[config.mk]
export PLATFORM = sky130hd
export DESIGN_NAME = serializer_link_status_gpio_regs
export DESIGN_NICKNAME = d
export VERILOG_FILES = /design/src/serializer_link_pkg.sv /design/src/port_error_tracker.sv /design/src/serializer_link_status_gpio_regs.sv
export VERILOG_INCLUDE_DIRS = /design/src
export SDC_FILE = /design/constraint.sdc
export NUM_CORES = 1
export LEC_CHECK = 0
export BUFFER_PORTS_ARGS = -buffer_cell sky130_fd_sc_hd__clkbuf_2
export CORE_ASPECT_RATIO = 0.6
export CORE_MARGIN = 2
export CORE_UTILIZATION = 50
export CTS_CLUSTER_SIZE = 14
export DETAILED_ROUTE_END_ITERATION = 12
export PLACE_DENSITY = 0.66
export SYNTH_ARGS = -nofsm -noshare
export SYNTH_HDL_FRONTEND = slang
export SYNTH_HIERARCHICAL = 1
export SYNTH_SLANG_ARGS = --single-unit
[constraint.sdc]
create_clock -name clock_i -period 3.7 [get_ports clock_i]
set_clock_uncertainty 0.05 [all_clocks]
set_input_delay 0.74 -clock clock_i [delete_from_list [all_inputs] [get_ports clock_i]]
set_output_delay 0.74 -clock clock_i [all_outputs]
set_load 0.05 [all_outputs]
[src/serializer_link_regs.svh]
`ifndef SERIALIZER_LINK_REGS_SVH
`define SERIALIZER_LINK_REGS_SVH

// ------------------------------------------------------------
// Register offsets
// ------------------------------------------------------------
`define REG_REMOTE_SLAVE0_TARGET_ADDR 8'h07
`define REG_REMOTE_SLAVE0_ALIAS_ADDR  8'h08
`define REG_BACKCHANNEL_CRC_COUNT_LOW 8'h0a
`define REG_BACKCHANNEL_CRC_COUNT_HIGH 8'h0b
`define REG_GENERAL_LINK_STATUS       8'h0c
`define REG_PIN_ZERO_CONFIG_AND_REV   8'h0d

// ------------------------------------------------------------
// Field positions
// ------------------------------------------------------------
`define ADDR_FIELD_MSB        7
`define ADDR_FIELD_LSB        1
`define STAT_LINK_LOST_BIT    4
`define STAT_SELFTEST_ERR_BIT 3
`define STAT_CLOCK_BIT        2
`define STAT_NORMAL_ERR_BIT   1
`define STAT_LINK_UP_BIT      0
`define PIN_REV_MSB           7
`define PIN_REV_LSB           4
`define PIN_OUT_VALUE_BIT     3
`define PIN_MODE_MSB          2
`define PIN_MODE_LSB          0

// ------------------------------------------------------------
// Reset values and mode codes
// ------------------------------------------------------------
`define RST_ADDR_FIELD        7'h00
`define RST_CRC_COUNT         16'h0000
`define RST_PIN_MODE          3'h0
`define RST_PIN_OUT_VALUE     1'b0
`define RST_RDATA             8'h00
`define PIN_MODE_LOCAL_OUT    3'h1
`define PIN_MODE_LOCAL_IN     3'h3
`define PIN_MODE_REMOTE_HOLD  3'h5
`define PIN_MODE_REMOTE_DFLT  3'h7
`define PIN_MODE_TRISTATE_LO  2'h2

`endif

[src/serializer_link_pkg.sv]
package serializer_link_pkg;

  // Per-port events from the back-channel receiver
  typedef struct packed {
    logic crc_err;
    logic selftest_active;
    logic selftest_restart;
  } port_events_t;

  // Per-port flags as seen in the status register
  typedef struct packed {
    logic link_lost;
    logic selftest_err;
    logic normal_err;
  } port_flags_t;

  // Request to forward a local I2C transaction to a remote slave
  typedef struct packed {
    logic       valid;
    logic       port;
    logic [6:0] alias_addr;
  } fwd_req_t;

  // Result of the alias lookup
  typedef struct packed {
    logic       done;
    logic       hit;
    logic       port;
    logic [6:0] target_addr;
  } fwd_rsp_t;

endpackage

[src/port_error_tracker.sv]
`include "serializer_link_regs.svh"

module port_error_tracker #(
  parameter int CNT_W = 16
) (
  input  wire logic                        clock_i,
  input  wire logic                        reset_n_i,
  input  wire logic                        ce_i,
  input  wire serializer_link_pkg::port_events_t events_i,
  input  wire logic                        link_up_i,
  input  wire logic                        err_reset_i,
  output logic [CNT_W-1:0]                 count_o,
  output serializer_link_pkg::port_flags_t flags_o
);
  import serializer_link_pkg::*;

  logic             link_up_prev_r;
  logic [CNT_W-1:0] count_r;
  port_flags_t      flags_r;

  wire link_loss_evt   = link_up_prev_r & ~link_up_i;
  wire selftest_crc    = events_i.crc_err & events_i.selftest_active;
  wire normal_crc      = events_i.crc_err & ~events_i.selftest_active;
  wire count_full      = &count_r;
  wire [CNT_W-1:0] count_inc = count_r + {{(CNT_W-1){1'b0}}, 1'b1};

  // ------------------------------------------------------------
  // Error counter
  // ------------------------------------------------------------
  // counter clears
  // count each error
  // Saturates rather than wraps so a flood never looks like a few errors
  wire [CNT_W-1:0] count_nxt =
    err_reset_i ? (events_i.crc_err ? {{(CNT_W-1){1'b0}}, 1'b1} : '0) :
    (events_i.crc_err && !count_full) ? count_inc : count_r;

  // ------------------------------------------------------------
  // Sticky flags; a set in the clearing cycle wins
  // ------------------------------------------------------------
  // sticky link lost
  wire lost_nxt = link_loss_evt | (flags_r.link_lost & ~err_reset_i);
  wire st_clr   = err_reset_i | link_loss_evt | events_i.selftest_restart;
  wire st_nxt   = selftest_crc | (flags_r.selftest_err & ~st_clr);
  wire ne_nxt   = normal_crc | (flags_r.normal_err & ~(err_reset_i | link_loss_evt));

  always_ff @(posedge clock_i or negedge reset_n_i) begin
    if (!reset_n_i) begin
      link_up_prev_r <= 1'b0;
      count_r        <= '0;
      flags_r        <= '0;
    end else if (ce_i) begin
      link_up_prev_r <= link_up_i;
      count_r        <= count_nxt;
      flags_r        <= '{link_lost: lost_nxt, selftest_err: st_nxt, normal_err: ne_nxt};
    end
  end

  assign count_o = count_r;
  assign flags_o = flags_r;

endmodule

[src/serializer_link_status_gpio_regs.sv]
`include "serializer_link_regs.svh"

module serializer_link_status_gpio_regs #(
  parameter int         PORTS    = 2,
  parameter logic [3:0] REVISION = 4'h0  // Arbitrary value
) (
  input  wire logic                               clock_i,
  input  wire logic                               reset_n_i,
  input  wire logic                               ce_i,
  input  wire logic [7:0]                         reg_addr_i,
  input  wire logic                               reg_wr_i,
  input  wire logic                               reg_rd_i,
  input  wire logic [7:0]                         reg_wdata_i,
  output logic [7:0]                              reg_rdata_o,
  input  wire logic                               second_port_view_select_i,
  input  wire logic                               err_reset_i,
  input  wire serializer_link_pkg::port_events_t [1:0] port_events_i,
  input  wire logic [1:0]                         link_detect_i,
  input  wire logic                               input_clock_present_i,
  input  wire logic [1:0]                         remote_pin_value_i,
  input  wire serializer_link_pkg::fwd_req_t      fwd_req_i,
  output serializer_link_pkg::fwd_rsp_t           fwd_rsp_o,
  input  wire logic                               pin_zero_in_i,
  output logic                                    pin_zero_o,
  output logic                                    pin_zero_oe_o,
  input  wire logic                               second_port_pin_zero_in_i,
  output logic                                    second_port_pin_zero_o,
  output logic                                    second_port_pin_zero_oe_o,
  output logic [1:0]                              local_pin_value_o
);
  import serializer_link_pkg::*;

  // ------------------------------------------------------------
  // Synchronisers for pins and foreign-domain levels
  // ------------------------------------------------------------
  // Only the second stage is ever read, to keep metastability contained
  logic [4:0] sync1_r;
  logic [4:0] sync2_r;
  wire  [4:0] async_in = {second_port_pin_zero_in_i, pin_zero_in_i,
                          input_clock_present_i, link_detect_i};

  always_ff @(posedge clock_i or negedge reset_n_i) begin
    if (!reset_n_i) begin
      sync1_r <= 5'h00;
      sync2_r <= 5'h00;
    end else if (ce_i) begin
      sync1_r <= async_in;
      sync2_r <= sync1_r;
    end
  end

  wire [1:0] link_up       = sync2_r[1:0];
  wire       clock_present = sync2_r[2];
  wire [1:0] pin_in        = sync2_r[4:3];

  // ------------------------------------------------------------
  // Address decode
  // ------------------------------------------------------------
  // port steering
  wire       sel      = second_port_view_select_i;
  wire       hit_tgt  = reg_addr_i == `REG_REMOTE_SLAVE0_TARGET_ADDR;
  wire       hit_als  = reg_addr_i == `REG_REMOTE_SLAVE0_ALIAS_ADDR;
  wire       hit_cntl = reg_addr_i == `REG_BACKCHANNEL_CRC_COUNT_LOW;
  wire       hit_cnth = reg_addr_i == `REG_BACKCHANNEL_CRC_COUNT_HIGH;
  wire       hit_stat = reg_addr_i == `REG_GENERAL_LINK_STATUS;
  wire       hit_pin  = reg_addr_i == `REG_PIN_ZERO_CONFIG_AND_REV;
  wire [1:0] port_we  = sel ? 2'b10 : 2'b01;

  // ------------------------------------------------------------
  // Per-port configuration and status
  // ------------------------------------------------------------
  logic [6:0]  target_r   [PORTS];
  logic [6:0]  alias_r    [PORTS];
  logic [2:0]  mode_r     [PORTS];
  logic        out_val_r  [PORTS];
  logic        held_r     [PORTS];
  logic [15:0] count      [PORTS];
  port_flags_t flags      [PORTS];
  logic [1:0]  drive_val;
  logic [1:0]  drive_oe;

  genvar p;
  generate
    for (p = 0; p < PORTS; p++) begin : g_port
      wire wr_port = ce_i & reg_wr_i & port_we[p];

      port_error_tracker #(
        .CNT_W (16)
      ) u_tracker (
        .clock_i     (clock_i),
        .reset_n_i   (reset_n_i),
        .ce_i        (ce_i),
        .events_i    (port_events_i[p]),
        .link_up_i   (link_up[p]),
        .err_reset_i (err_reset_i),
        .count_o     (count[p]),
        .flags_o     (flags[p])
      );

      always_ff @(posedge clock_i or negedge reset_n_i) begin
        if (!reset_n_i) begin
          target_r[p]  <= `RST_ADDR_FIELD;
          alias_r[p]   <= `RST_ADDR_FIELD;
          mode_r[p]    <= `RST_PIN_MODE;
          out_val_r[p] <= `RST_PIN_OUT_VALUE;
        end else if (wr_port) begin
          if (hit_tgt) begin
            target_r[p] <= reg_wdata_i[`ADDR_FIELD_MSB:`ADDR_FIELD_LSB];
          end
          if (hit_als) begin
            alias_r[p] <= reg_wdata_i[`ADDR_FIELD_MSB:`ADDR_FIELD_LSB];
          end
          if (hit_pin) begin
            mode_r[p]    <= reg_wdata_i[`PIN_MODE_MSB:`PIN_MODE_LSB];
            out_val_r[p] <= reg_wdata_i[`PIN_OUT_VALUE_BIT];
          end
        end
      end

      // ------------------------------------------------------------
      // Remote value alignment
      // ------------------------------------------------------------
      // Delayed two stages to line up with the synchronised link detect;
      // Without it the hold stage would capture what a dropping link carries
      logic [1:0] remote_dly_r;

      always_ff @(posedge clock_i or negedge reset_n_i) begin
        if (!reset_n_i) begin
          remote_dly_r <= 2'h0;
        end else if (ce_i) begin
          remote_dly_r <= {remote_dly_r[0], remote_pin_value_i[p]};
        end
      end

      wire remote_v = remote_dly_r[1];

      // hold remote value
      // Tracks the remote value only while the link is up, so it freezes on loss
      always_ff @(posedge clock_i or negedge reset_n_i) begin
        if (!reset_n_i) begin
          held_r[p] <= 1'b0;
        end else if (ce_i && link_up[p]) begin
          held_r[p] <= remote_v;
        end
      end

      wire is_local_out  = mode_r[p] == `PIN_MODE_LOCAL_OUT;
      wire is_remote_hld = mode_r[p] == `PIN_MODE_REMOTE_HOLD;
      wire is_remote_dft = mode_r[p] == `PIN_MODE_REMOTE_DFLT;
      wire remote_dft_v  = link_up[p] ? remote_v : out_val_r[p];
      assign drive_oe[p]  = is_local_out | is_remote_hld | is_remote_dft;
      assign drive_val[p] = is_local_out  ? out_val_r[p] :
                            is_remote_hld ? held_r[p]    :
                            is_remote_dft ? remote_dft_v : 1'b0;
    end
  endgenerate

  // ------------------------------------------------------------
  // Pin drivers, registered so the pads never see decode glitches
  // ------------------------------------------------------------
  always_ff @(posedge clock_i or negedge reset_n_i) begin
    if (!reset_n_i) begin
      pin_zero_o                <= 1'b0;
      pin_zero_oe_o             <= 1'b0;
      second_port_pin_zero_o    <= 1'b0;
      second_port_pin_zero_oe_o <= 1'b0;
      local_pin_value_o         <= 2'h0;
    end else if (ce_i) begin
      pin_zero_o                <= drive_val[0];
      pin_zero_oe_o             <= drive_oe[0];
      second_port_pin_zero_o    <= drive_val[1];
      second_port_pin_zero_oe_o <= drive_oe[1];
      local_pin_value_o         <= pin_in;
    end
  end

  // ------------------------------------------------------------
  // Read path
  // ------------------------------------------------------------
  wire         rp      = sel;
  wire [15:0]  cnt_sel = count[rp];
  port_flags_t flg_sel;
  assign flg_sel = flags[rp];

  wire [7:0] status_byte = {3'h0, flg_sel.link_lost, flg_sel.selftest_err,
                            clock_present, flg_sel.normal_err, link_up[rp]};
  wire [7:0] pin_byte    = {REVISION, out_val_r[rp], mode_r[rp]};

  wire [7:0] rd_mux = hit_tgt  ? {target_r[rp], 1'b0} :
                      hit_als  ? {alias_r[rp], 1'b0}  :
                      hit_cntl ? cnt_sel[7:0]         :
                      hit_cnth ? cnt_sel[15:8]        :
                      hit_stat ? status_byte          :
                      hit_pin  ? pin_byte             : 8'h00;

  always_ff @(posedge clock_i or negedge reset_n_i) begin
    if (!reset_n_i) begin
      reg_rdata_o <= `RST_RDATA;
    end else if (ce_i && reg_rd_i) begin
      reg_rdata_o <= rd_mux;
    end
  end

  // ------------------------------------------------------------
  // Alias lookup for forwarded transactions
  // ------------------------------------------------------------
  // remap to target
  wire [6:0] f_alias  = alias_r[fwd_req_i.port];
  wire [6:0] f_target = target_r[fwd_req_i.port];
  wire       f_hit    = (f_alias == fwd_req_i.alias_addr) &&
                        (f_alias != 7'h00) && (f_target != 7'h00);

  always_ff @(posedge clock_i or negedge reset_n_i) begin
    if (!reset_n_i) begin
      fwd_rsp_o <= '0;
    end else if (ce_i) begin
      fwd_rsp_o.done        <= fwd_req_i.valid;
      fwd_rsp_o.hit         <= fwd_req_i.valid & f_hit;
      fwd_rsp_o.port        <= fwd_req_i.port;
      fwd_rsp_o.target_addr <= f_hit ? f_target : 7'h00;
    end
  end

endmodule

==> results of run 1 <==
==> layer usage <==
metal	global-route usage	share of wire	wire, um	vias to the layer above
li1	-	-	-	2572
met1	0.4173	0.48	8869	2840
met2	0.3627	0.42	7896	278
met3	0.06627	0.089	1650	16
met4	0.05787	0.0091	170	0
met5	0	0	0	-
==> flip-flops by register name (all words and copies together), names as in the netlist <==
name                             count
g_port.u_tracker/count_o            32
second_port_pin_zero_oe_o            1
sync1_r                              5
out_val_r                            2
pin_zero_o                           1
fwd_rsp_o                           10
target_r                            14
g_port.u_tracker/link_up_prev_r      2
g_port.u_tracker/flags_o             6
pin_zero_oe_o                        1
alias_r                             14
mode_r                               6
g_port.remote_dly_r                  4
reg_rdata_o                          8
local_pin_value_o                    2
sync2_r                              5
second_port_pin_zero_o               1
held_r                               2
==> worst max-delay path, stage by stage (launching register included) <==
cell and delay, ns:
dfrtp_1 0.49, ha_1 0.28, nand3_2 0.22, nor4_4 0.69, nor3_1 0.11, or4_1 0.52
==> final timing paths <==
check	depth (start not counted)	startpoint	endpoint
worst min register to register	1	g_port[1].u_tracker/link_up_prev_r$_DFFE_PN0P_	g_port[1].u_tracker/link_up_prev_r$_DFFE_PN0P_
worst max register to register	5	g_port[1].u_tracker/count_o[0]$_DFFE_PN0P_	g_port[1].u_tracker/count_o[5]$_DFFE_PN0P_
max in group asynchronous	2	reset_n_i	target_r[8]$_DFFE_PN0P_
worst min-delay path	1	g_port[1].u_tracker/link_up_prev_r$_DFFE_PN0P_	g_port[1].u_tracker/link_up_prev_r$_DFFE_PN0P_
worst max-delay path	5	g_port[1].u_tracker/count_o[0]$_DFFE_PN0P_	g_port[1].u_tracker/count_o[5]$_DFFE_PN0P_
min in group asynchronous	1	reset_n_i	g_port[0].u_tracker/count_o[7]$_DFFE_PN0P_
==> cells in the final DEF (no fill, tap or decap), types with 13 or more instances in the layout <==
cell type  Yosys  layout
o21ai_0       29      29
nand4_1       23      23
nor2b_1       26      26
dfrtp_1      116     116
mux2i_1       16      16
clkbuf_16      0      17
clkbuf_2       0      67
mux2_2        77      77
nand2_1       56      56
nor2_1        18      18
inv_1         23      23
a22oi_1       13      13
nand3_1       37      37
nor3_1        13      13
a21oi_1       19      19
==> power by group through the flow <==
stage,Sequential (mW),Combinational (mW),Clock (mW)
after global placement,1.54,0.469,0
after global routing,1.55,0.539,1.72
after floorplan,1.52,0.315,0
after CTS,1.53,0.490,1.65
after detailed placement,1.55,0.487,0
final,1.53,0.491,1.64
==> area by class of cell <==
| type | count | area, um2 | area share |
|---|---|---|---|
| Timing Repair Buffer | 76 | 402.9 | 0.05230 |
| Multi-Input combinational cell | 466 | 3510 | 0.4556 |
| Sequential cell | 116 | 2903 | 0.3768 |
| Inverter | 25 | 93.84 | 0.01218 |
| Clock inverter | 15 | 156.4 | 0.02030 |
| Tap cell | 170 | 212.7 | 0.02761 |
| Clock buffer | 17 | 425.4 | 0.05522 |
==> through the flow <==
stage / power [mW] / hold slack, ns / worst slack [ns]
6_report: 3.660 / 0.4525 / 1.215
5_1_grt: 3.809 / 0.4753 / 1.142
4_1_cts: 3.667 / 0.4518 / 1.310
3_5_place_dp: 2.037 / 0.4385 / 0.9527
3_3_place_gp: 2.011 / 0.4318 / 1.022
2_1_floorplan: 1.839 / 0.3944 / 1.246
==> cell families (layout without fill, tap and decap cells) <==
family,count (synthesis),count (layout),synth area share
simple gates,237,237,0.2085
compound gates,119,119,0.1236
flops,116,116,0.4350
mux,101,101,0.1809
buf+inv,60,133,0.03900
xor+xnor,7,7,0.009188
fa+ha+maj,2,2,0.003750
==> impl_metrics.py, run 1 <==
metrics = {
    "worst_setup_path": {
        "worstPathRequired_ns": 3.94,
        "ff2ff_setup_slack_ns": 1.21,
        "start_kind": "flop",
        "critPathKind": "reg -> reg",
        "cp-end-kind": "flop",
        "crit_arrival_ns": 2.72,
        "critPathMaxFanout": 13,
    },
    "cts": {
        "clkTransAtPathRegs_ns": 0.06,
        "hold_buffers": 0,
        "cts_setup_buffers": 0,
        "tritoncts": "built",
        "post_cts_resized": 0,
        "h-tree-depth": 4,
        "cts_made_buffers": 17,
        "clk_latency_ns": 0.42,
        "cts-root-buf": "clkbuf_16",
        "clockBufferDepth": 2,
        "clkSinkCount": 116,
    },
    "grt": {
        "grt_max_degree": 91,
        "grt_pass1_wl_mm": 29.28,
        "grt.overflow.total": 0,
        "grt.total_usage": 0.2650,
        "grt_antenna_before_repair": 0,
        "grt_pass1_vias": 5196,
    },
    "cells_and_area": {
        "post-route-util": 0.5957,
        "drive_above_1_share": 0.2993,
        "nets": 749,
        "final_cells": 885,
        "fillers": 1085,
        "antenna_cells": 0,
        "finish.instance_area_mm2": 0.007704,
        "syn_to_final_growth_pct": 15.45,
    },
    "power": {
        "pwr-share-comb": 0.134,
        "switching_share": 0.3064,
        "pwr-share-seq": 0.419,
        "power_density_mw_per_mm2": 475.1,
        "p_leak_nw": 3.457,
        "p_switching_mw": 1.122,
        "ir_drop_mv": 0.3371,
        "power.internal_mw": 2.539,
        "power_frac_clock": 0.447,
    },
    "place": {
        "dp_cells": 853,
        "placed_cell_area_mm2": 0.007122,
        "port_buffers": 68,
        "dp_hpwl_mm": 13.02,
        "place.gp.congestion": 0.9059,
    },
    "timing": {
        "hold_viol": 0,
        "setup_tns_ns": 0,
        "finalCriticalPeriod_ns": 2.485,
        "rsz0062_at_grt": "no",
        "finalSetupViolCount": 0,
        "worst_slew_pin_slew_ns": 1.153,
        "maxSlewHeadroom": 0.2312,
        "fmax_mhz": 402.4,
        "min_period_over_period": 0.6716,
        "final-max-slew-violation-count": 0,
    },
    "drt": {
        "firstDrtPassIters": 5,
        "wl_per_cell_um": 21.00,
        "ant_nets": 0,
        "routed_via_density": 6.447,
        "detail_route.iter0.violations": 553,
        "finalWirelength_mm": 18.59,
        "vias": 5706,
        "drc": 0,
    },
    "synthesis": {
        "synth_ff_type": "dfrtp_1",
        "synth-edff-count": 0,
        "synthTopCellsByArea": "dfrtp_1 (44%), mux2_2 (13%), nand2_1 (3.2%), nand3_1 (2.8%), mux4_2 (2.7%)",
        "syn_nets": 689,
        "synth_top_area_share": 0.4350,
        "async_flop_share": 1.000,
        "yosys-top-cells-count": "dfrtp_1 (116), mux2_2 (77), nand2_1 (56)",
        "syn_avg_cell_area_um2": 10.39,
        "synth_seq_cells": 116,
        "ys_warn_count": 6,
        "synth.cell_area_mm2": 0.006673,
        "synth_cell_type_count": 57,
        "synthCells": 642,
        "synth_top_area_cell": "dfrtp_1",
        "yosysSeqAreaShare": 0.4350,
        "synthMostInstantiatedCell": "dfrtp_1",
    },
    "floorplan": {
        "rows": 32,
        "die_x_um": 153.1,
        "die_h_um": 93.49,
        "die_area_mm2": 0.01432,
        "ios": 69,
        "initial_core_util": 0.5160,
        "core_area_mm2": 0.01293,
    },
    "run_status": {
        "status": "finished clean",
    },
    "min_path": {
        "hold_path.class": "reg -> reg",
    },
    "flow_run": {
        "maxCapViolations": 0,
    },
}
No activity file was read; power rests on OpenSTA's default activity.
==> run 2: changes to the inputs <==
clock period = 2.5 ns   (was 3.7 ns; I/O delays follow)
==> run 2 against run 1 <==
Effect of this change: the flow now finishes with violations (negative hold slack); via count grew 0.84%; global-route usage grew 0.53 points; sequential share of layout area is 0.78 points lower; register-to-register slack lost 0.97 ns; first-iteration DRC count is 4.7% lower; wire length up 1.4%; count of clock-buffer cells in the layout up 1; worst setup slack got worse by 0.97 ns; final cell count is 1.4% higher; flip-flop and latch count unchanged; non-clock buffer count increased by 12; critical path type unchanged; highest routed layer unchanged.
==> impl_metrics.py, run 2 (same netlist as run 1, synthesis figures left out) <==
metrics = {
    "cts": {
        "clk_latency_ns": 0.42,
        "post_cts_resized": 0,
        "cts_made_buffers": 17,
        "clockBufferDepth": 2,
        "clkSinkCount": 116,
        "clkTransAtPathRegs_ns": 0.06,
        "hold_buffers": 0,
        "tritoncts": "built",
        "cts_setup_buffers": 0,
        "h-tree-depth": 4,
        "cts-root-buf": "clkbuf_16",
    },
    "drt": {
        "finalWirelength_mm": 18.84,
        "firstDrtPassIters": 6,
        "vias": 5754,
        "drc": 0,
        "routed_via_density": 6.415,
        "ant_nets": 0,
        "detail_route.iter0.violations": 527,
        "wl_per_cell_um": 21.00,
    },
    "floorplan": {
        "initial_core_util": 0.5160,
        "die_area_mm2": 0.01432,
        "die_h_um": 93.49,
        "die_x_um": 153.1,
        "rows": 32,
        "ios": 69,
        "core_area_mm2": 0.01293,
    },
    "worst_setup_path": {
        "crit_slowest_cell": "nor3_1",
        "slowest_delay_ns": 0.89,
        "worstPathRequired_ns": 2.80,
        "crit_arrival_ns": 2.56,
        "startpoint": "alias_r[4]$_DFFE_PN0P_",
        "cp.depth": 5,
        "crit_family": "simple AND/OR/NAND/NOR gates",
        "crit_buf_inv": 0,
        "r2r_end": "fwd_rsp_o[4]$_DFFE_PN0P_",
        "critPathKind": "reg -> reg",
        "start_kind": "flop",
        "crit_end": "fwd_rsp_o[4]$_DFFE_PN0P_",
        "critPathMaxFanout": 8,
        "ff2ff_setup_slack_ns": 0.24,
        "crit_chain": "mux2i_1 > xor2_1 > nand4_1 > nor3_1 > a31o_2",
        "ff2ff_path_depth": 5,
        "cp-end-kind": "flop",
        "timing.rr.start": "alias_r[4]$_DFFE_PN0P_",
    },
    "power": {
        "ir_drop_mv": 0.4306,
        "power_density_mw_per_mm2": 707.7,
        "p_leak_nw": 3.534,
        "power_mw": 5.567,
    },
    "timing": {
        "worst_slew_pin_slew_ns": 1.094,
        "finalCriticalPeriod_ns": 2.256,
        "final-max-slew-violation-count": 0,
        "fmax_mhz": 443.2,
        "fin_hold_ws_ns": -0.006325,
        "min_period_over_period": 0.9025,
        "maxSlewHeadroom": 0.2652,
        "hold_viol": 6,
        "rsz0062_at_grt": "no",
        "finalSetupViolCount": 0,
    },
    "grt": {
        "gr-usage-met2": 0.3724,
        "grt.overflow.total": 0,
        "grt.total_usage": 0.2703,
        "gr-usage-met1": 0.4130,
        "grt_pass1_wl_mm": 29.98,
        "grt_antenna_before_repair": 0,
        "grt_pass1_vias": 5459,
        "grt_max_degree": 46,
        "busiest_layer": "met1",
        "globalRouteMet3Util": 0.08341,
    },
    "run_status": {
        "status": "complete, but fails checks",
        "violations": "negative hold slack",
    },
    "place": {
        "dp_cells": 865,
        "dp_hpwl_mm": 13.48,
        "place.gp.congestion": 0.8762,
        "port_buffers": 68,
    },
    "cells_and_area": {
        "antenna_cells": 0,
        "drive_above_1_share": 0.3109,
        "syn_to_final_growth_pct": 17.89,
        "final_cells": 897,
        "nets": 761,
        "final_common_cell": "dfrtp_1",
        "final_cell_mix": "dfrtp_1 (116), mux2_2 (77), clkbuf_2 (67)",
        "largest_register_ffs": 32,
        "fillers": 1049,
    },
    "flow_run": {
        "maxCapViolations": 0,
    },
    "min_path": {
        "hold_path.class": "in -> async",
    },
}
-- run 2: layout make-up --
class	instances	area, um2	area share
Sequential cell	116	2903	0.3690
Timing Repair Buffer	88	530.5	0.06744
Multi-Input combinational cell	466	3510	0.4462
Inverter	25	93.84	0.01193
Clock inverter	14	177.7	0.02259
Tap cell	170	212.7	0.02704
Clock buffer	18	439.2	0.05583
-- run 2: report_power, final --
| group | total, mW | leakage, nW | internal, mW | switching (mW) |
|---|---|---|---|---|
| combinational | 0.746 | 1.74 | 0.323 | 0.423 |
| sequential | 2.27 | 1.51 | 2.04 | 0.231 |
| clock | 2.55 | 0.290 | 1.60 | 0.947 |
| total | 5.57 | 3.53 | 3.97 | 1.60 |
-- run 2: how the worst min path moves through the flow --
stage | start | endpoint | slack (ns) | depth (start not counted)
floorplan | reset_n_i | alias_r[0]$_DFFE_PN0P_ | 0.15 | 0
finish | reset_n_i | g_port[0].u_tracker/count_o[13]$_DFFE_PN0P_ | -0.006 | 1
global route | reset_n_i | g_port[0].u_tracker/count_o[9]$_DFFE_PN0P_ | 0.02 | 1
global placement | reg_rdata_o[7]$_DFFE_PN0P_ | reg_rdata_o[7]$_DFFE_PN0P_ | 0.41 | 2
CTS | reset_n_i | g_port[0].u_tracker/count_o[9]$_DFFE_PN0P_ | 0.005 | 1
detailed placement | reg_rdata_o[7]$_DFFE_PN0P_ | reg_rdata_o[7]$_DFFE_PN0P_ | 0.43 | 2
-- run 2: through the flow --
stage                     cell area, um2  setup slack (ns)  setup TNS (ns)    util
after floorplan                     6673            0.2857               0       -
after global placement              7249           0.06442               0  0.5606
after detailed placement            7249          -0.08467         -0.5703  0.5606
after CTS                           7866            0.2726               0  0.6083
after global routing                7866           0.06355               0  0.6083
final                               7866            0.2439               0  0.6083
-- run 2: routing by layer --
metal / up-vias / routed length (um)
met5: - / 0
met4: 0 / 150
met3: 17 / 1858
met2: 270 / 7857
met1: 2880 / 8973
li1: 2587 / -
